## src/spd_pkg.sv

```systemverilog
// constants for the spd eeprom smbus master
package spd_pkg;
    // ------------------------------------------------------------
    // register map
    // ------------------------------------------------------------
    localparam logic [7:0] CTL_OFS  = 8'h02;
    localparam logic [7:0] STAT_OFS = 8'h0b;
    localparam logic [15:0] CTL_RST  = 16'h0000;
    localparam logic [15:0] STAT_RST = 16'h0000;
    // control fields: stick off bits and clock generator enables
    localparam int CTL_OFF_A   = 0;
    localparam int CTL_OFF_B   = 1;
    localparam int CTL_CKEN_A  = 2;
    localparam int CTL_CKEN_B  = 3;
    // status fields
    localparam int STAT_VALID = 15;
    localparam int STAT_DONE  = 14;
    localparam int STAT_ERR   = 13;
    // ------------------------------------------------------------
    // smbus timing
    // ------------------------------------------------------------
    localparam int SMB_DIV     = 16;
    localparam int PH_LAST     = SMB_DIV - 1;
    localparam int PH_SAMPLE   = SMB_DIV / 2 - 1;
    localparam int TIMEOUT_MS  = 25;
    localparam int CLK_KHZ     = 125000;
    localparam int TIMEOUT_CYC = TIMEOUT_MS * CLK_KHZ;
    // ------------------------------------------------------------
    // sequencer states, gray along start, byte, ack, stop
    // ------------------------------------------------------------
    typedef enum logic [2:0] {
        SPD_IDLE  = 3'h0,
        SPD_START = 3'h1,
        SPD_BYTE  = 3'h3,
        SPD_ACK   = 3'h2,
        SPD_STOP  = 3'h6
    } spd_state_e;
endpackage : spd_pkg

```

## src/spd_smbus_master.sv

```systemverilog
// spd eeprom smbus master with hub control and status registers
//
// Contract
// - write request: opcode, slave address, data, byte address
// - write command issues one smbus byte write
// - successful write sets status bit 14
// - read: address write, repeated start, one byte
// - read frame is the 39-bit sequence
// - smbus clock is serial clock divided by 16
// - nack or stretch timeout abandons, sets bit 14
// - timeout no shorter than 25 ms
// - timeout counts only while awaiting slave response
// - reset returns configuration registers to defaults
// - interface cells power down until init command
// - reset disables all channel clock generators
// - control bits shut off empty stick channels
// - read data valid bit 15, cleared on read
`timescale 1ns/100ps
`default_nettype none
module spd_smbus_master #(
    parameter int TIMEOUT_CYC = spd_pkg::TIMEOUT_CYC
) (
    input  wire logic        mclk_i,
    input  wire logic        nrst_i,
    input  wire logic        expansion_serial_clock_i,
    input  wire logic        spd_cmd_valid_i,
    input  wire logic        spd_cmd_write_i,
    input  wire logic [7:0]  slave_address_field_i,
    input  wire logic [15:0] data_field_i,
    output logic             spd_cmd_ready_o,
    input  wire logic        reg_wr_i,
    input  wire logic        reg_rd_i,
    input  wire logic [7:0]  reg_addr_i,
    input  wire logic [15:0] reg_wdata_i,
    output logic [15:0]      reg_rdata_o,
    input  wire logic        exp_cell_init_i,
    input  wire logic        stick_cell_init_i,
    output logic             exp_cell_pd_o,
    output logic [1:0]       stick_cell_pd_o,
    output logic [1:0]       clock_generator_en_o,
    input  wire logic        smbus_clock_pin_i,
    output logic             smbus_clock_pin_o,
    output logic             smbus_clock_pin_oe_n_o,
    input  wire logic        smbus_data_pin_i,
    output logic             smbus_data_pin_o,
    output logic             smbus_data_pin_oe_n_o
);
    localparam int TO_W = $clog2(TIMEOUT_CYC + 1);
    localparam logic [TO_W-1:0] TO_LIM = TO_W'(TIMEOUT_CYC);
    localparam logic [3:0] PH_END = 4'(spd_pkg::PH_LAST);
    localparam logic [3:0] PH_MID = 4'(spd_pkg::PH_SAMPLE);

    // ------------------------------------------------------------
    // serial clock edge detect
    // ------------------------------------------------------------
    logic sck_q;
    logic next_sck_q;
    logic tick;

    always_comb begin
        next_sck_q = expansion_serial_clock_i;
    end

    always_ff @(posedge mclk_i or negedge nrst_i) begin
        if (!nrst_i) begin
            sck_q <= 1'b0;
        end else begin
            sck_q <= next_sck_q;
        end
    end

    assign tick = expansion_serial_clock_i && !sck_q;

    // ------------------------------------------------------------
    // smbus sequencer
    // ------------------------------------------------------------
    spd_pkg::spd_state_e state;
    spd_pkg::spd_state_e next_state;
    logic [3:0]      ph;
    logic [3:0]      next_ph;
    logic [2:0]      bc;
    logic [2:0]      next_bc;
    logic [1:0]      idx;
    logic [1:0]      next_idx;
    logic [7:0]      sh;
    logic [7:0]      next_sh;
    logic            wr;
    logic            next_wr;
    logic            rep;
    logic            next_rep;
    logic            ack_ok;
    logic            next_ack_ok;
    logic [7:0]      sa;
    logic [7:0]      next_sa;
    logic [15:0]     dat;
    logic [15:0]     next_dat;
    logic [TO_W-1:0] to_cnt;
    logic [TO_W-1:0] next_to_cnt;
    logic            scl_rel;
    logic            next_scl_rel;
    logic            sda_rel;
    logic            next_sda_rel;
    logic            fin_ok;
    logic            fin_err;
    logic            accept;
    logic            stretch;
    logic            step;
    logic            at_end;
    logic            at_mid;
    logic            rd_byte;
    logic            waiting;
    logic [1:0]      q;

    assign q       = ph[3:2];
    assign rd_byte = (idx == 2'h3);
    assign stretch = (state != spd_pkg::SPD_IDLE) && scl_rel
                     && !smbus_clock_pin_i;
    assign step    = tick && !stretch;
    assign at_end  = step && (ph == PH_END);
    assign at_mid  = step && (ph == PH_MID);
    assign accept  = spd_cmd_valid_i && (state == spd_pkg::SPD_IDLE);
    // awaiting the slave: its ack slot, or a held clock
    assign waiting = stretch
                     || (state == spd_pkg::SPD_ACK && !rd_byte);

    always_comb begin
        next_state  = state;
        next_ph     = ph;
        next_bc     = bc;
        next_idx    = idx;
        next_sh     = sh;
        next_wr     = wr;
        next_rep    = rep;
        next_ack_ok = ack_ok;
        next_sa     = sa;
        next_dat    = dat;
        next_to_cnt = waiting ? to_cnt + 1'b1 : '0;
        fin_ok      = 1'b0;
        fin_err     = 1'b0;
        if (step && state != spd_pkg::SPD_IDLE) begin
            next_ph = ph + 4'h1;
        end
        case (state)
            spd_pkg::SPD_IDLE: begin
                if (accept) begin
                    next_state = spd_pkg::SPD_START;
                    next_ph    = '0;
                    next_idx   = '0;
                    next_rep   = 1'b0;
                    next_wr    = spd_cmd_write_i;
                    next_sa    = slave_address_field_i;
                    next_dat   = data_field_i;
                    next_sh    = {slave_address_field_i[7:1], 1'b0};
                end
            end
            spd_pkg::SPD_START: begin
                if (at_end) begin
                    next_state = spd_pkg::SPD_BYTE;
                    next_bc    = '0;
                end
            end
            spd_pkg::SPD_BYTE: begin
                if (at_mid && rd_byte) begin
                    next_sh = {sh[6:0], smbus_data_pin_i};
                end
                if (at_end) begin
                    if (!rd_byte) begin
                        next_sh = {sh[6:0], 1'b0};
                    end
                    next_bc = bc + 3'h1;
                    if (bc == 3'h7) begin
                        next_state = spd_pkg::SPD_ACK;
                    end
                end
            end
            spd_pkg::SPD_ACK: begin
                if (at_mid) begin
                    next_ack_ok = !smbus_data_pin_i;
                end
                if (at_end) begin
                    next_bc = '0;
                    if (rd_byte) begin
                        next_state = spd_pkg::SPD_STOP;
                    end else if (!ack_ok) begin
                        next_state = spd_pkg::SPD_STOP;
                        next_wr    = 1'b0;
                        next_idx   = '0;
                        next_rep   = 1'b1;
                    end else begin
                        case (idx)
                            2'h0: begin
                                next_idx   = 2'h1;
                                next_sh    = dat[7:0];
                                next_state = spd_pkg::SPD_BYTE;
                            end
                            2'h1: begin
                                next_idx = 2'h2;
                                if (wr) begin
                                    next_sh    = dat[15:8];
                                    next_state = spd_pkg::SPD_BYTE;
                                end else begin
                                    next_sh    = {sa[7:1], 1'b1};
                                    next_rep   = 1'b1;
                                    next_state = spd_pkg::SPD_START;
                                end
                            end
                            2'h2: begin
                                if (wr) begin
                                    next_state = spd_pkg::SPD_STOP;
                                end else begin
                                    next_idx   = 2'h3;
                                    next_state = spd_pkg::SPD_BYTE;
                                end
                            end
                            default: begin
                                next_state = spd_pkg::SPD_STOP;
                            end
                        endcase
                    end
                end
            end
            spd_pkg::SPD_STOP: begin
                if (at_end) begin
                    next_state = spd_pkg::SPD_IDLE;
                    next_ph    = '0;
                    // rep with idx 0 here marks a slave nack
                    fin_err    = rep && (idx == 2'h0);
                    fin_ok     = !fin_err;
                end
            end
            default: begin
                next_state = spd_pkg::SPD_IDLE;
            end
        endcase
        if (state != spd_pkg::SPD_IDLE && to_cnt >= TO_LIM) begin
            next_state  = spd_pkg::SPD_IDLE;
            next_ph     = '0;
            next_to_cnt = '0;
            fin_err     = 1'b1;
            fin_ok      = 1'b0;
        end
    end

    // line levels: release unless a quarter asks for low
    always_comb begin
        next_scl_rel = 1'b1;
        next_sda_rel = 1'b1;
        case (state)
            spd_pkg::SPD_START: begin
                next_scl_rel = !(q == 2'h3 || (rep && q == 2'h0));
                next_sda_rel = (q < 2'h2);
            end
            spd_pkg::SPD_BYTE: begin
                next_scl_rel = (q == 2'h1 || q == 2'h2);
                next_sda_rel = rd_byte || sh[7];
            end
            spd_pkg::SPD_ACK: begin
                // slave ack slot, or master nack after read data
                next_scl_rel = (q == 2'h1 || q == 2'h2);
                next_sda_rel = 1'b1;
            end
            spd_pkg::SPD_STOP: begin
                next_scl_rel = (q != 2'h0);
                next_sda_rel = (q > 2'h1);
            end
            default: begin
                next_scl_rel = 1'b1;
                next_sda_rel = 1'b1;
            end
        endcase
        if (next_state == spd_pkg::SPD_IDLE) begin
            next_scl_rel = 1'b1;
            next_sda_rel = 1'b1;
        end
    end

    always_ff @(posedge mclk_i or negedge nrst_i) begin
        if (!nrst_i) begin
            state   <= spd_pkg::SPD_IDLE;
            ph      <= '0;
            bc      <= '0;
            idx     <= '0;
            sh      <= '0;
            wr      <= 1'b0;
            rep     <= 1'b0;
            ack_ok  <= 1'b0;
            sa      <= '0;
            dat     <= '0;
            to_cnt  <= '0;
            scl_rel <= 1'b1;
            sda_rel <= 1'b1;
        end else begin
            state   <= next_state;
            ph      <= next_ph;
            bc      <= next_bc;
            idx     <= next_idx;
            sh      <= next_sh;
            wr      <= next_wr;
            rep     <= next_rep;
            ack_ok  <= next_ack_ok;
            sa      <= next_sa;
            dat     <= next_dat;
            to_cnt  <= next_to_cnt;
            scl_rel <= next_scl_rel;
            sda_rel <= next_sda_rel;
        end
    end

    assign smbus_clock_pin_o      = 1'b0;
    assign smbus_data_pin_o       = 1'b0;
    assign smbus_clock_pin_oe_n_o = scl_rel;
    assign smbus_data_pin_oe_n_o  = sda_rel;
    assign spd_cmd_ready_o        = (state == spd_pkg::SPD_IDLE);

    // ------------------------------------------------------------
    // registers
    // ------------------------------------------------------------
    logic [15:0] ctl;
    logic [15:0] next_ctl;
    logic [15:0] stat;
    logic [15:0] next_stat;
    logic [15:0] rdata;
    logic [15:0] next_rdata;
    logic        exp_pd;
    logic        next_exp_pd;
    logic        rd_stat;

    assign rd_stat = reg_rd_i && (reg_addr_i == spd_pkg::STAT_OFS);

    always_comb begin
        next_ctl    = ctl;
        next_stat   = stat;
        next_rdata  = rdata;
        next_exp_pd = exp_pd;
        if (reg_wr_i && reg_addr_i == spd_pkg::CTL_OFS) begin
            next_ctl = reg_wdata_i;
        end
        if (exp_cell_init_i) begin
            next_exp_pd = 1'b0;
        end
        if (reg_rd_i) begin
            case (reg_addr_i)
                spd_pkg::CTL_OFS:  next_rdata = ctl;
                spd_pkg::STAT_OFS: next_rdata = stat;
                default:           next_rdata = 16'h0000;
            endcase
        end
        if (rd_stat) begin
            next_stat[spd_pkg::STAT_VALID] = 1'b0;
        end
        if (accept) begin
            next_stat[spd_pkg::STAT_DONE] = 1'b0;
            next_stat[spd_pkg::STAT_ERR]  = 1'b0;
        end
        if (fin_ok) begin
            next_stat[spd_pkg::STAT_DONE] = 1'b1;
            if (!wr) begin
                next_stat[7:0] = sh;
                next_stat[spd_pkg::STAT_VALID] = 1'b1;
            end
        end
        if (fin_err) begin
            next_stat[spd_pkg::STAT_DONE] = 1'b1;
            next_stat[spd_pkg::STAT_ERR]  = 1'b1;
        end
    end

    always_ff @(posedge mclk_i or negedge nrst_i) begin
        if (!nrst_i) begin
            ctl    <= spd_pkg::CTL_RST;
            stat   <= spd_pkg::STAT_RST;
            rdata  <= 16'h0000;
            exp_pd <= 1'b1;
        end else begin
            ctl    <= next_ctl;
            stat   <= next_stat;
            rdata  <= next_rdata;
            exp_pd <= next_exp_pd;
        end
    end

    assign reg_rdata_o   = rdata;
    assign exp_cell_pd_o = exp_pd;

    // ------------------------------------------------------------
    // stick channel power and clock generator enables
    // ------------------------------------------------------------
    for (genvar c = 0; c < 2; c++) begin : g_stick
        logic pd;
        logic next_pd;
        logic cken;
        logic next_cken;

        always_comb begin
            next_pd   = pd;
            next_cken = ctl[spd_pkg::CTL_CKEN_A + c]
                        && !ctl[spd_pkg::CTL_OFF_A + c];
            if (stick_cell_init_i) begin
                next_pd = 1'b0;
            end
            if (ctl[spd_pkg::CTL_OFF_A + c]) begin
                next_pd = 1'b1;
            end
        end

        always_ff @(posedge mclk_i or negedge nrst_i) begin
            if (!nrst_i) begin
                pd   <= 1'b1;
                cken <= 1'b0;
            end else begin
                pd   <= next_pd;
                cken <= next_cken;
            end
        end

        assign stick_cell_pd_o[c]      = pd;
        assign clock_generator_en_o[c] = cken;
    end
endmodule : spd_smbus_master
`default_nettype wire

```

## config.mk

```make
export PLATFORM = sky130hd
export DESIGN_NAME = spd_smbus_master
export DESIGN_NICKNAME = d
export VERILOG_FILES = /design/src/spd_pkg.sv /design/src/spd_smbus_master.sv
export SDC_FILE = /design/constraint.sdc
export NUM_CORES = 1
export LEC_CHECK = 0
export BUFFER_PORTS_ARGS = -buffer_cell sky130_fd_sc_hd__buf_4
export CORE_MARGIN = 3
export CORE_UTILIZATION = 32
export CTS_BUF_LIST = sky130_fd_sc_hd__clkbuf_8
export DETAILED_ROUTE_END_ITERATION = 16
export MAX_ROUTING_LAYER = met4
export PLACE_DENSITY = 0.52
export SLEW_MARGIN = 10
export SYNTH_ARGS = -nofsm -noshare
export SYNTH_HDL_FRONTEND = slang
export SYNTH_SLANG_ARGS = --single-unit
```

## constraint.sdc

```tcl
create_clock -name mclk_i -period 2 [get_ports mclk_i]
set_input_delay 0.1 -clock mclk_i [delete_from_list [all_inputs] [get_ports mclk_i]]
set_output_delay 0.1 -clock mclk_i [all_outputs]
set_load 0.03 [all_outputs]
```

==> flow_metrics.env <==
export IMPL_vias=4611
export IMPL_grt_usage=0.153
export IMPL_coreArea_um2=17500
export IMPL_clockBufferDepth=2
export IMPL_die_w_um=140
export IMPL_postRouteAntennaNets=0
export IMPL_placed_cell_area_um2=6890
export IMPL_viasPerCell=4.77
export IMPL_fmax_mhz=523
export IMPL_firstDrtPassIters=4
export IMPL_register_area_um2=2990
export IMPL_relSlewSlack=0.558
export IMPL_fin_nets=803
export IMPL_drt_iter0_drc=249
export IMPL_seq_power_share=0.404
export IMPL_top_layer="met4"
export IMPL_regToRegSetupSlack_ps=90
export IMPL_min_period_ps=1910
export IMPL_hold_path_class="primary input to register"
export IMPL_port_buffers=81
export IMPL_sw_frac_of_total=0.311
export IMPL_r2r_start="to_cnt[7]"
export IMPL_power_density_nw_per_um2=1010
export IMPL_worst_ep_required_time_ps=2320
export IMPL_clkPwrFrac=0.328
export IMPL_cp_max_fo=8
export IMPL_gr_total_overflow=0
export IMPL_setup_violations=0
export IMPL_die_h_um=140
export IMPL_clkTransAtPathRegs_ps=70
export IMPL_gp_congestion=0.835
export IMPL_end_kind="register"
export IMPL_hold_ws_ps=165
export IMPL_grt_pass1_wl_um=23600
export IMPL_p_int_mw=5.48
export IMPL_worstSetupStartpointType="register"
export IMPL_crit_path_end="stat[7]"
export IMPL_leakage_nw=3.66
export IMPL_grt_max_degree=120
export IMPL_run_status="finished clean"
export IMPL_io_pins=85
export IMPL_start_util=0.330
export IMPL_pwr_share_comb=0.269
export IMPL_cts_tree="done"
export IMPL_htreeDepth=4
export IMPL_met2WireLength_um=6830
export IMPL_multiInputGateArea_um2=2570
export IMPL_antennaDiodeCount=0
export IMPL_clkSinkCount=119
export IMPL_netlist_instances=565
export IMPL_worstSkewPairLatency_ps=440
export IMPL_postLayoutCellArea_um2=7860
export IMPL_netlist_area_um2=5770
export IMPL_met3WireLength_um=594
export IMPL_cts_buffers=17
export IMPL_synth_edf_count=0
export IMPL_arrival_ps=2230
export IMPL_switchingPower_mw=2.47
export IMPL_period_share=0.956
export IMPL_antenna_found_initial=0
export IMPL_timing_rr_end="stat[7]"
export IMPL_die_area_um2=19700
export IMPL_ys_ff_latch=119
export IMPL_critPathKind="register to register"
export IMPL_wl_per_cell_um=14.8
export IMPL_ys_seq_area_frac=0.517
export IMPL_rows=48
export IMPL_drt_wl_total_um=14300
export IMPL_grt_pass1_vias=4648
export IMPL_max_cap_viol_count=0
export IMPL_synth_cell_types=62
export IMPL_ys_warn_count=0
export IMPL_reg2reg_depth=5
export IMPL_drive_gt1_frac=0.274
export IMPL_cts_root_buf="clkbuf_8"
export IMPL_postSynth_asyncResetShare=1.00
export IMPL_dpl_hpwl_um=10100
export IMPL_m1WireLength_um=6690
export IMPL_finalSetupTns_ps=0
export IMPL_worst_pin_slew_ps=663
export IMPL_rsz0062_at_grt="no"
export IMPL_hold_violations=0
export IMPL_slew_viol_final=0
export IMPL_syn_area_per_cell_um2=10.2
export IMPL_crit_start="to_cnt[7]"
export IMPL_ir_drop_v=0.000513
export IMPL_route_detailed_drc=0
export IMPL_fill_cells=1642
export IMPL_areaGrowthSynthToFinish_pct=36.1
export IMPL_synth_ff_type="dfrtp_1"
export IMPL_fin_skew_ps=11.2
==> area by class of cell <==
cell class / count / share of cell area
Inverter: 29 / 0.0139
Clock inverter: 13 / 0.0291
Sequential cell: 119 / 0.380
Clock buffer: 18 / 0.0315
Multi-Input combinational cell: 391 / 0.328
Timing Repair Buffer: 172 / 0.182
Tap cell: 225 / 0.0358
==> placed cells by master (no fill, tap or decap), drive strengths merged, types with 2 or more instances in the layout <==
cell type and instances:
a2111oi 7, a211oi 3, a21o 3, a21oi 8
a221oi 7, a22oi 11, a31oi 3, a32o 3
and3 3, and4 2, buf 126, bufinv 6
clkbuf 18, clkinv 6, conb 2, dfrtp 114
dfstp 5, dlygate4sd3 46, ha 14, inv 30
mux2 24, mux2i 12, nand2 97, nand2b 4
nand3 19, nand4 10, nor2 55, nor2b 10
nor3 10, nor4 3, nor4b 2, o211ai 3
o21ai 24, o22ai 3, o2bb2ai 8, xnor2 10
xor2 12
==> cells by family (layout without fill, tap and decap cells) <==
group                    count (synthesis)  after routing  synth area share
flip-flops                             119            119             0.517
XOR/XNOR                                22             22            0.0334
AND/OR/NAND/NOR                        223            223             0.179
AO/OA/AOI/OAI                           94             94             0.123
other                                    1              2          0.000650
buffers and inverters                   56            232            0.0433
adder cells (fa/ha/maj)                 14             14            0.0303
multiplexers                            36             36            0.0728
==> worst min-delay path by stage <==
stage | from | slack (ps) | end | cells after the start
floorplan | nrst_i | -200 | ack_ok | 0
global placement | exp_cell_init_i | 220 | exp_cell_pd_o | 2
detailed placement | exp_cell_init_i | 220 | exp_cell_pd_o | 2
CTS | reg_addr_i[3] | 130 | reg_rdata_o[9] | 5
global route | reg_addr_i[0] | 180 | reg_rdata_o[11] | 5
finish | reg_addr_i[0] | 160 | reg_rdata_o[9] | 5
==> flip-flops by register name, indices dropped and copies added, names as in the netlist, 3 cells and up <==
signal / count
sa: 7
reg_rdata_o: 16
bc: 3
stat: 11
dat: 16
ph: 4
to_cnt: 22
sh: 8
ctl: 16
state: 3
==> worst max-delay path, stage by stage (launching register included) <==
cell and delay [ps]:
dfrtp_1 390, or4_4 550, o211ai_4 210, a211oi_4 130
nor2_8 210, mux2_4 320
==> Yosys cell counts (all sizes together), types with 4 or more instances <==
| cell | count | share of area |
|---|---|---|
| nand2 | 97 | 0.063 |
| nor3 | 10 | 0.0095 |
| xor2 | 12 | 0.018 |
| mux2 | 24 | 0.052 |
| buf | 15 | 0.017 |
| xnor2 | 10 | 0.015 |
| a2111oi | 7 | 0.011 |
| o2bb2ai | 8 | 0.012 |
| nand4 | 10 | 0.011 |
| a221oi | 7 | 0.011 |
| nand3 | 19 | 0.016 |
| dfstp | 5 | 0.023 |
| dfrtp | 114 | 0.49 |
| ha | 14 | 0.030 |
| nor2b | 10 | 0.011 |
| clkbuf | 12 | 0.0078 |
| nand2b | 4 | 0.0043 |
| a21oi | 8 | 0.0069 |
| mux2i | 12 | 0.021 |
| o21ai | 24 | 0.021 |
| a22oi | 11 | 0.014 |
| inv | 29 | 0.019 |
| nor2 | 55 | 0.039 |
==> per-stage QoR <==
stage,power [mW],instances,util,setup slack (ps)
2_1_floorplan,4.49,566,-,3.05
3_3_place_gp,5.27,888,0.394,71.8
3_5_place_dp,5.32,888,0.394,31.7
4_1_cts,8.06,965,0.448,21.5
5_1_grt,8.48,967,0.450,7.83
6_report,7.96,967,0.450,88.8
==> metal layers <==
layer	global-route usage	vias to the layer above
li1	-	2289
met1	0.198	2227
met2	0.239	84
met3	0.0348	11
met4	0.0500	0
met5	-	-
==> repair_timing <==
| action | CTS | global route |
|---|---|---|
| hold endpoints to repair | 181 | 0 |
| setup buffers | 0 | 2 |
| hold buffers | 46 | 0 |
| resized for setup | 0 | 8 |
| setup endpoints to repair | 0 | 18 |
==> power groups by stage <==
stage	Clock, mW	Sequential [mW]	Combinational [mW]
floorplan	0	3.15	1.34
global placement	0	3.26	2.02
detailed placement	0	3.26	2.06
CTS	2.70	3.22	2.14
global route	2.82	3.27	2.40
finish	2.61	3.21	2.14
Power figures use the tool's default switching activity.
